==> src/hw/cgsw_defines.vh <==
// Constants for the clock generation and stop/wait control block.
// Summary of operation
// [RULE_01] Internal phase clock is the oscillator input divided by four.
// [RULE_02] Stop halts the oscillator; registers keep contents except timer 1.
// [RULE_03] In stop mode the phase clock is frozen high.
// [RULE_04] Entering stop loads timer 1 low byte FF and high byte 03.
// [RULE_05] In stop, timer 1 counts oscillator/4; own source returns after.
// [RULE_06] Halted oscillator restarts only on reset or external interrupt.
// [RULE_07] External wake starts timer 1; phase clock returns at its overflow.
// [RULE_08] Software masks timer 1 interrupt, enables counting and a wake.
// [RULE_09] Wait gates the phase clock only; it resumes at once on exit.
// [RULE_10] Wait ends on reset or any interrupt, internal ones included.
`ifndef CGSW_DEFINES_VH
`define CGSW_DEFINES_VH
`define CGSW_DIV_RATIO    4
`define CGSW_DIV_W        2
`define CGSW_DIV_LAST     2'h3
`define CGSW_DIV_HALF     2'h2
`define CGSW_T1_RST_LO    8'hFF
`define CGSW_T1_RST_HI    8'h03
`define CGSW_T1_MAX       16'hFFFF
`define CGSW_ST_RUN       2'h0
`define CGSW_ST_STOP      2'h1
`define CGSW_ST_WAKE      2'h2
`define CGSW_ST_WAIT      2'h3
`endif

==> src/hw/cgsw_clock_ctrl.v <==
// Clock divider with stop and wait low-power mode control.
`timescale 1ns/100ps
`include "cgsw_defines.vh"
module cgsw_clock_ctrl (
   input  wire        ref_clk,
   input  wire        rst_n,
   input  wire        halt_oscillator_instruction,
   input  wire        gate_clock_instruction,
   input  wire        ext_irq,
   input  wire        int_irq,
   input  wire        t1_count_en,
   input  wire        t1_src_tick,
   input  wire        t1_wr_en,
   input  wire [15:0] t1_wr_data,
   output reg         phase_clk_q,
   output reg         phase_en_q,
   output reg         osc_run_q,
   output wire [15:0] t1_count,
   output wire        t1_ovf,
   output reg  [1:0]  mode_q
);
   // ------------------------------------------------------------
   // Mode encodings and sizes.
   // ------------------------------------------------------------
   localparam [1:0] ST_RUN  = `CGSW_ST_RUN;
   localparam [1:0] ST_STOP = `CGSW_ST_STOP;
   localparam [1:0] ST_WAKE = `CGSW_ST_WAKE;
   localparam [1:0] ST_WAIT = `CGSW_ST_WAIT;
   localparam       N_PINS  = 2;

   // ------------------------------------------------------------
   // Internal signals.
   // ------------------------------------------------------------
   wire [N_PINS-1:0]      pin_raw;
   wire [N_PINS-1:0]      pin_sync;
   reg  [`CGSW_DIV_W-1:0] div_q;
   reg  [1:0]             mode_d;
   reg                    t1_tick;
   wire                   ext_w;
   wire                   int_w;
   wire                   div_tick;
   wire                   in_run;
   wire                   in_stop;
   wire                   in_wake;
   wire                   next_run;
   wire                   next_stop;
   wire                   next_hold;
   wire                   next_wait;
   wire                   stop_wake;
   wire                   wait_wake;
   wire                   load_stop;
   wire                   t1_wr_ok;
   genvar                 g;

   // ------------------------------------------------------------
   // Two-stage synchronisers for the interrupt pins.
   // ------------------------------------------------------------
   assign pin_raw = {int_irq, ext_irq};

   generate
      for (g = 0; g < N_PINS; g = g + 1) begin : g_sync
         reg meta_q;
         reg safe_q;
         always @(posedge ref_clk or negedge rst_n) begin
            if (!rst_n) begin
               meta_q <= 1'b0;
               safe_q <= 1'b0;
            end else begin
               meta_q <= pin_raw[g];
               safe_q <= meta_q;
            end
         end
         assign pin_sync[g] = safe_q;
      end
   endgenerate

   assign ext_w = pin_sync[0];
   assign int_w = pin_sync[1];

   // ------------------------------------------------------------
   // Divide by four; the counter halts with the oscillator.
   // ------------------------------------------------------------
   // [RULE_01] divide by four
   always @(posedge ref_clk or negedge rst_n) begin
      if (!rst_n) begin
         div_q <= {`CGSW_DIV_W{1'b0}};
      end else if (osc_run_q) begin
         div_q <= div_q + {{(`CGSW_DIV_W-1){1'b0}}, 1'b1};
      end
   end

   assign div_tick = osc_run_q && (div_q == `CGSW_DIV_LAST);

   // ------------------------------------------------------------
   // Mode decode.
   // ------------------------------------------------------------
   assign in_run    = (mode_q == ST_RUN);
   assign in_stop   = (mode_q == ST_STOP);
   assign in_wake   = (mode_q == ST_WAKE);
   assign next_run  = (mode_d == ST_RUN);
   assign next_stop = (mode_d == ST_STOP);
   assign next_wait = (mode_d == ST_WAIT);
   assign next_hold = next_stop || (mode_d == ST_WAKE);

   // ------------------------------------------------------------
   // Wake sources.
   // ------------------------------------------------------------
   // [RULE_06] external wake only
   assign stop_wake = ext_w;
   // [RULE_10] any interrupt ends wait
   assign wait_wake = ext_w || int_w;

   // ------------------------------------------------------------
   // Mode state machine.
   // ------------------------------------------------------------
   always @* begin
      mode_d = mode_q;
      case (mode_q)
         ST_RUN: begin
            if (halt_oscillator_instruction) begin
               mode_d = ST_STOP;
            end else if (gate_clock_instruction) begin
               mode_d = ST_WAIT;
            end
         end
         ST_STOP: begin
            if (stop_wake) begin
               mode_d = ST_WAKE;
            end
         end
         // [RULE_07] resume at overflow
         ST_WAKE: begin
            if (t1_ovf) begin
               mode_d = ST_RUN;
            end
         end
         ST_WAIT: begin
            if (wait_wake) begin
               mode_d = ST_RUN;
            end
         end
         default: begin
            mode_d = ST_RUN;
         end
      endcase
   end

   // ------------------------------------------------------------
   // Mode register.
   // ------------------------------------------------------------
   always @(posedge ref_clk or negedge rst_n) begin
      if (!rst_n) begin
         mode_q <= ST_RUN;
      end else begin
         mode_q <= mode_d;
      end
   end

   // ------------------------------------------------------------
   // Oscillator run control.
   // ------------------------------------------------------------
   // [RULE_02] oscillator halts in stop
   always @(posedge ref_clk or negedge rst_n) begin
      if (!rst_n) begin
         osc_run_q <= 1'b1;
      end else begin
         osc_run_q <= !next_stop;
      end
   end

   // ------------------------------------------------------------
   // Phase clock output.
   // ------------------------------------------------------------
   always @(posedge ref_clk or negedge rst_n) begin
      if (!rst_n) begin
         phase_clk_q <= 1'b1;
      end else if (next_hold) begin
         // [RULE_03] frozen high in stop
         phase_clk_q <= 1'b1;
      end else if (next_wait) begin
         // [RULE_09] wait gates clock only
         phase_clk_q <= 1'b1;
      end else begin
         phase_clk_q <= (div_q < `CGSW_DIV_HALF);
      end
   end

   // ------------------------------------------------------------
   // Phase enable pulse, running mode only.
   // ------------------------------------------------------------
   always @(posedge ref_clk or negedge rst_n) begin
      if (!rst_n) begin
         phase_en_q <= 1'b0;
      end else begin
         phase_en_q <= div_tick && in_run && next_run;
      end
   end

   // ------------------------------------------------------------
   // Timer 1 preload, write gate and source selection.
   // ------------------------------------------------------------
   // [RULE_04] preload on stop entry
   assign load_stop = in_run && next_stop;
   assign t1_wr_ok  = t1_wr_en && in_run;

   // [RULE_05] forced oscillator/4 source
   always @* begin
      t1_tick = 1'b0;
      if (in_wake) begin
         t1_tick = div_tick;
      end else if (!in_stop) begin
         t1_tick = t1_count_en && t1_src_tick;
      end
   end

   // ------------------------------------------------------------
   // Timer 1.
   // ------------------------------------------------------------
   cgsw_timer1 u_timer1 (
      .ref_clk   (ref_clk),
      .rst_n     (rst_n),
      .load_stop (load_stop),
      .wr_en     (t1_wr_ok),
      .wr_data   (t1_wr_data),
      .tick      (t1_tick),
      .count_q   (t1_count),
      .ovf_q     (t1_ovf)
   );

endmodule // cgsw_clock_ctrl

==> src/hw/cgsw_timer1.v <==
// Sixteen-bit down counter used as timer 1 with stop-mode preload.
`timescale 1ns/100ps
`include "cgsw_defines.vh"
module cgsw_timer1 (
   input  wire        ref_clk,
   input  wire        rst_n,
   input  wire        load_stop,
   input  wire        wr_en,
   input  wire [15:0] wr_data,
   input  wire        tick,
   output reg  [15:0] count_q,
   output reg         ovf_q
);
   always @(posedge ref_clk or negedge rst_n) begin
      if (!rst_n) begin
         count_q <= {`CGSW_T1_RST_HI, `CGSW_T1_RST_LO};
         ovf_q   <= 1'b0;
      end else begin
         ovf_q <= 1'b0;
         // [RULE_04] stop preload value
         if (load_stop) begin
            count_q <= {`CGSW_T1_RST_HI, `CGSW_T1_RST_LO};
         end else if (wr_en) begin
            count_q <= wr_data;
         end else if (tick) begin
            if (count_q == 16'h0000) begin
               count_q <= `CGSW_T1_MAX;
               ovf_q   <= 1'b1;
            end else begin
               count_q <= count_q - 16'h0001;
            end
         end
      end
   end
endmodule // cgsw_timer1

==> config.mk <==
export PLATFORM = sky130hd
export DESIGN_NAME = cgsw_clock_ctrl
export DESIGN_NICKNAME = d
export VERILOG_FILES = /design/src/hw/cgsw_clock_ctrl.v /design/src/hw/cgsw_timer1.v
export VERILOG_INCLUDE_DIRS = /design/src /design/src/hw
export SDC_FILE = /design/constraint.sdc
export NUM_CORES = 1
export LEC_CHECK = 0
export BUFFER_PORTS_ARGS = -buffer_cell sky130_fd_sc_hd__buf_2
export CAP_MARGIN = 5
export CELL_PAD_IN_SITES_DETAIL_PLACEMENT = 1
export CELL_PAD_IN_SITES_GLOBAL_PLACEMENT = 2
export CORE_MARGIN = 1.5
export CORE_UTILIZATION = 31
export DETAILED_ROUTE_END_ITERATION = 10
export PLACE_DENSITY_LB_ADDON = 0.1
export REMOVE_ABC_BUFFERS = 1
export SYNTH_ARGS = -nofsm -noshare
export SYNTH_HDL_FRONTEND = slang
export SYNTH_SLANG_ARGS = --single-unit
==> constraint.sdc <==
create_clock -name ref_clk -period 3.56 [get_ports ref_clk]
set_clock_uncertainty 0.1 [all_clocks]
set_input_delay 0.356 -clock ref_clk [delete_from_list [all_inputs] [get_ports ref_clk]]
set_output_delay 0.356 -clock ref_clk [all_outputs]
set_load 0.02 [all_outputs]
==> metrics.csv, run 1 <==
metric;value;unit
CTS root buffer;clkbuf_8;
GR Layer Usage met2;32.4;%
Setup TNS Final;0;ns
GR peak layer;met2;
Crit. End Element;register;
Routed Antenna Nets;0;
post-DR vias/cell;5.40;
Vias;1668;
hold_buf cts;0;
met1 usage;25.5;%
Antenna Diode Count;0;
Min-Delay Path Class;input port to asynchronous set/reset pin;
total core area;5510;um^2
largest net degree at the start of global routing;29;
post-CTS resize count;0;
Worst-Skew Late Latency;0.28;ns
GRT met3 Usage;2.44;%
Mapped Area;1770;um^2
Post-CTS Setup Inserts;0;
Die Y-Extent;78.6;um
layout cells sized above 1;32.5;%
CTS buffer count;3;
Max VDD drop;0.374;mV
critical path type;register to register;
drt initial violations;65;
synth warn;0;
GRT Overall Usage;19.0;%
worst hold slack;-0.0141;ns
RSZ-0062 raised after global routing;false;
initial antenna violation count;0;
Synth Instances;191;
critical path fanouts, max;15;
hpwl dp;4100;um
total length of routed wires;5470;um
Final Cycle Share;89.1;%
CP arrival;3.29;ns
failing checks;hold timing;
remaining global-route overflow;0;
number of buffers added on ports;46;
final hold vios;16;
final cell utilization of the core;38.9;%
Cell Area, Placed;2070;um^2
MaxCap Viol Count;0;
Worst-Margin Slew;0.679;ns
row count;27;
number of synthesized flops with an enable pin;0;
IO Pins;47;
Final setup viols;0;
final slew viol count;0;
Avg WL per Cell;17.7;um
1st-pass router iterations;4;
first-pass GRT wire length;9150;um
Area Overhead vs Synth;20.8;%
CTS H-tree lvls;1;
clock sink total;28;
LEAKAGE;0.933;nW
post-synthesis async set-or-reset flop share;100;%
Syn Area/Cell;9.28;um^2
CTS tree;done;
vias in the first global route;1802;
minimum clock period;3.17;ns
Slew HR;54.6;%
Synth Register Bits;28;
Seq/Total Area, Yosys;40.4;%
die area;6180;um^2
commonest non-fill, non-tap cells in the layout;buf_2 (46), nor2_1 (18), a21oi_1 (16), dfrtp_1 (16), nand2_1 (14);
NumNets Final;269;
commonest non-fill, non-tap cell in the layout;buf_2;
crit path launch type;register;
Initial Util;32.2;%
post-synth cell types;53;
drt drc;0;
WP data required;3.68;ns
Power Density;845;nW/um^2
post-route cell area;2140;um^2
ys flop type;dfrtp_1;
die width;78.6;um
outcome;complete, but fails checks;
Clock Pin Slew Worst Setup and Hold Paths;0.11;ns
Final Wtd Congestion;0.779;
Fmax achieved;315;MHz
clock tree buffer depth;2;
critical path, stage by stage (launching register included):
cell	delay [ns]
dfrtp_1	0.67
a21oi_1	0.13
nand2_1	0.10
o31a_1	0.16
inv_1	0.08
ha_1	0.29
or4_1	0.56
o211ai_2	0.31
and2_1	0.37
a21oi_2	0.09
o221a_1	0.24
kinds of logic (layout without fill, tap and decap cells):
family                     Yosys count  count (layout)  share of synthesized area (%)
xor gates and xnor gates             1               1                          0.494
buffers and inverters               14              60                           3.46
adders and majority gates            6               6                           4.24
muxes                                4               4                           2.33
and+or+nand+nor                     78              78                           26.1
DFF                                 28              28                           40.4
AOI/OAI and AO/OA                   60              60                           23.0
per-stage QoR:
stage               power [W]  setup slack [ns]  instances
global placement      0.00152             0.628        305
detailed placement    0.00156             0.406        305
finish                0.00181             0.388        309
global route          0.00196             0.139        309
CTS                   0.00183             0.392        309
floorplan             0.00124             0.727        187
path summary, 6_finish.rpt:
| kind | start | to | cells past startpoint | slack [ns] |
|---|---|---|---|---|
| worst max register to register | mode_q[1] | u_timer1.count_q[6] | 10 | 0.39 |
| worst min-delay path | rst_n | u_timer1.count_q[10] | 1 | -0.01 |
| worst max-delay path | mode_q[1] | u_timer1.count_q[6] | 10 | 0.39 |
| min in group ref_clk | ext_irq | g_sync[0].meta_q | 1 | 0.07 |
| max in group asynchronous | rst_n | u_timer1.count_q[15] | 1 | 2.96 |
| worst min register to register | g_sync[1].meta_q | g_sync[1].safe_q | 0 | 0.27 |
metal layers:
metal / routed length, um / vias to the layer above
li1: - / 803
met1: 2570 / 828
met2: 2690 / 31
met3: 168 / 6
met4: 46 / 0
met5: 0 / -
cells in the mapped netlist (2+ instances only):
cell	count	share of area, %
a21o_1	2	0.85
a21oi_1	16	4.5
a21oi_2	2	0.99
a2bb2oi_1	2	0.99
a311oi_1	3	1.5
and2_1	3	1.1
dfrtp_1	16	23
dfstp_2	12	18
ha_1	6	4.2
inv_1	10	2.1
mux2i_1	3	1.7
nand2_1	14	3.0
nand2b_1	2	0.71
nand3_1	7	2.0
nand3b_1	2	0.85
nand4_1	3	1.1
nor2_1	18	3.8
nor3_1	4	1.1
nor3b_1	3	1.3
nor4_1	3	1.1
o211ai_1	2	0.85
o211ai_2	2	1.4
o21ai_0	6	1.7
o21ai_1	13	3.7
o2bb2ai_1	5	2.5
or3_1	5	1.8
power by group:
group | switching (W) | internal (W) | leakage [nW] | total (W)
sequential | 0.000187 | 0.000456 | 0.329 | 0.000643
combinational | 0.000550 | 0.000352 | 0.568 | 0.000901
clock | 0.000113 | 0.000151 | 0.0357 | 0.000264
registers in the layout, summed over array words and instances (netlist names):
register,flops
div_q,2
ext_w,1
g_sync.meta_q,2
g_sync.safe_q,1
mode_q,2
osc_run_q,1
phase_clk_q,1
phase_en_q,1
u_timer1.count_q,16
u_timer1.ovf_q,1
area by class of cell:
class,count,area (um^2)
clock buffer,3,41.3
inverter,10,37.5
clock inverter,1,30.0
timing repair buffer,46,230
fill,675,3370
multi-input combinational,149,995
sequential,28,716
tap,72,90.1
Note: power is estimated with default switching activity, not from simulation.
==> run 2: changes to the inputs <==
Settings changed: REMOVE_ABC_BUFFERS 1 to unset.
==> run 2 against run 1 <==
The run still ends with hold timing left. Total power is 0.92% lower. Cell count stayed put. Clock power is 2% lower. Combinational power is 1% lower. Count of clock-buffer cells in the layout stayed put. Design area stayed put. Largest power group unchanged. Highest routed layer unchanged.
==> metrics.csv, run 2 (same netlist as run 1, synthesis figures left out) <==
metric;value;unit;change
clock tree buffer depth;2;;unchanged
hold_buf cts;0;;unchanged
final slew viol count;0;;unchanged
worst r2r src;mode_q[1];;
MaxCap Viol Count;0;;unchanged
Final setup viols;0;;unchanged
NumNets Final;269;;unchanged
failing checks;hold timing;;
Initial Util;32.2;%;unchanged
die width;78.6;um;unchanged
hpwl dp;4080;um;-0.60%
Post-CTS Setup Inserts;0;;unchanged
Int Power;0.000958;W;-0.15%
Max VDD drop;0.351;mV;-6.1%
commonest non-fill, non-tap cell in the layout;buf_2;;
IO Pins;47;;unchanged
vias in the first global route;1787;;-0.83%
Avg WL per Cell;17.3;um;-2.0%
layout cells sized above 1;32.5;%;unchanged
Routed Antenna Nets;0;;unchanged
Mapped Nets;222;;
final hold vios;9;;-7
CP arrival;3.19;ns;-0.10 ns
Min-Delay Path Class;input port to asynchronous set/reset pin;;
commonest non-fill, non-tap cells in the layout;buf_2 (46), nor2_1 (18), a21oi_1 (16), dfrtp_1 (16), nand2_1 (14);;
Power Density;837;nW/um^2;-0.92%
RSZ-0062 raised after global routing;false;;
logic gate share of total power;49.8;%;about the same
post-DR vias/cell;5.55;;+2.8%
Die Y-Extent;78.6;um;unchanged
max reg flops;16;;unchanged
sequential power share;35.7;%;about the same
Clock power frac;14.5;%;about the same
CTS root buffer;clkbuf_8;;
clock sink total;28;;unchanged
minimum clock period;3.08;ns;-0.0887 ns
critical path fanouts, max;15;;unchanged
Slew HR;53.1;%;-1.5 points
remaining global-route overflow;0;;unchanged
CP max stage delay;0.64;ns;-0.03 ns
WP data required;3.67;ns;about the same
first-pass GRT wire length;8940;um;-2.3%
CTS buffer count;3;;unchanged
Final Cycle Share;86.6;%;-2.5 points
number of buffers added on ports;46;;unchanged
crit path launch type;register;;
CTS H-tree lvls;1;;unchanged
outcome;complete, but fails checks;;
post-CTS resize count;0;;unchanged
Clock Pin Slew Worst Setup and Hold Paths;0.11;ns;about the same
drt drc;0;;unchanged
worst hold slack;-0.0134;ns;+0.000722 ns
LEAKAGE;0.933;nW;unchanged
total length of routed wires;5360;um;-2.0%
Slowest cell on crit path;dfrtp_1;;
Fill cells;673;;-0.30%
row count;27;;unchanged
Vias;1715;;+2.8%
initial antenna violation count;0;;unchanged
Placed Instances;305;;unchanged
R2R setup slack;0.48;ns;+0.09 ns
Area Overhead vs Synth;20.8;%;unchanged
total core area;5510;um^2;unchanged
Crit. End Element;register;;
Setup TNS Final;0;ns;unchanged
Fmax achieved;324;MHz;+2.9%
crit-path cells;mux2i_1 -> o21ai_0 -> ha_1 -> or4_1 -> o211ai_2 -> and2_1 -> a21oi_2 -> o221a_1;;
Net Switching;0.000834;W;-1.8%
Worst-Skew Late Latency;0.28;ns;about the same
Worst Reg-to-Reg Cells;8;;-2
largest net degree at the start of global routing;29;;unchanged
Worst-Margin Slew;0.702;ns;+0.0225 ns
die area;6180;um^2;unchanged
GRT Overall Usage;18.9;%;-0.15 points
Switching Share;46.5;%;-0.42 points
Final Wtd Congestion;0.788;;+1.1%
Biggest register;u_timer1.count_q;;
CP top delay family;simple AND/OR/NAND/NOR gates;;
critical path type;register to register;;
CTS tree;done;;
Antenna Diode Count;0;;unchanged
Worst Path Buf+Inv;0;;-1
Non-Filler Instances;309;;unchanged
drt initial violations;56;;-14%
1st-pass router iterations;4;;unchanged
FF-to-FF End;u_timer1.count_q[6];;
==> run 2: cell counts in the layout (fill, tap and decap cells not counted) <==
Identical to the previous run, type by type.
==> run 2: cell type report <==
class	instances	area (um^2)	share of cell area [%]
multi-input cells	149	995	46.5
flip-flops and latches	28	716	33.5
repair buffers	46	230	10.8
well taps	72	90.1	4.21
clock buffers	3	41.3	1.93
inverters	10	37.5	1.75
clock inverters	1	30.0	1.40
==> run 2: worst max path at each step <==
stage | start | cells after the start | to
after global routing | mode_q[1] | 8 | u_timer1.count_q[6]
after global placement | mode_q[1] | 10 | u_timer1.count_q[3]
after detailed placement | mode_q[1] | 8 | u_timer1.count_q[6]
final | mode_q[1] | 8 | u_timer1.count_q[6]
after CTS | mode_q[1] | 8 | u_timer1.count_q[6]
after floorplan | mode_q[1] | 12 | u_timer1.count_q[6]
==> run 2: through the flow <==
stage	setup WS [ns]	total power, W	instance area [um^2]	hold slack, ns	util, %
floorplan	0.606	0.00127	1770	-0.0396	-
global placement	0.648	0.00152	2070	0.236	37.6
detailed placement	0.483	0.00154	2070	0.239	37.6
CTS	0.459	0.00182	2140	0.0168	38.9
global route	0.152	0.00195	2140	0.0276	38.9
finish	0.476	0.00179	2140	-0.0134	38.9
==> run 2: layer usage <==
metal,vias to the layer above,GRT usage (%),wire length (um)
li1,812,-,-
met1,853,24.8,2390
met2,40,30.9,2610
met3,10,2.79,239
met4,0,7.50,119
met5,-,0,0
==> run 2: power by group through the flow <==
| stage | combinational (W) | sequential, W | clock (W) |
|---|---|---|---|
| 3_5_place_dp | 0.000900 | 0.000644 | 0 |
| 4_1_cts | 0.000906 | 0.000640 | 0.000272 |
| 5_1_grt | 0.000998 | 0.000666 | 0.000281 |
| 6_report | 0.000892 | 0.000639 | 0.000260 |
| 3_3_place_gp | 0.000884 | 0.000633 | 0 |
| 2_1_floorplan | 0.000584 | 0.000683 | 0 |
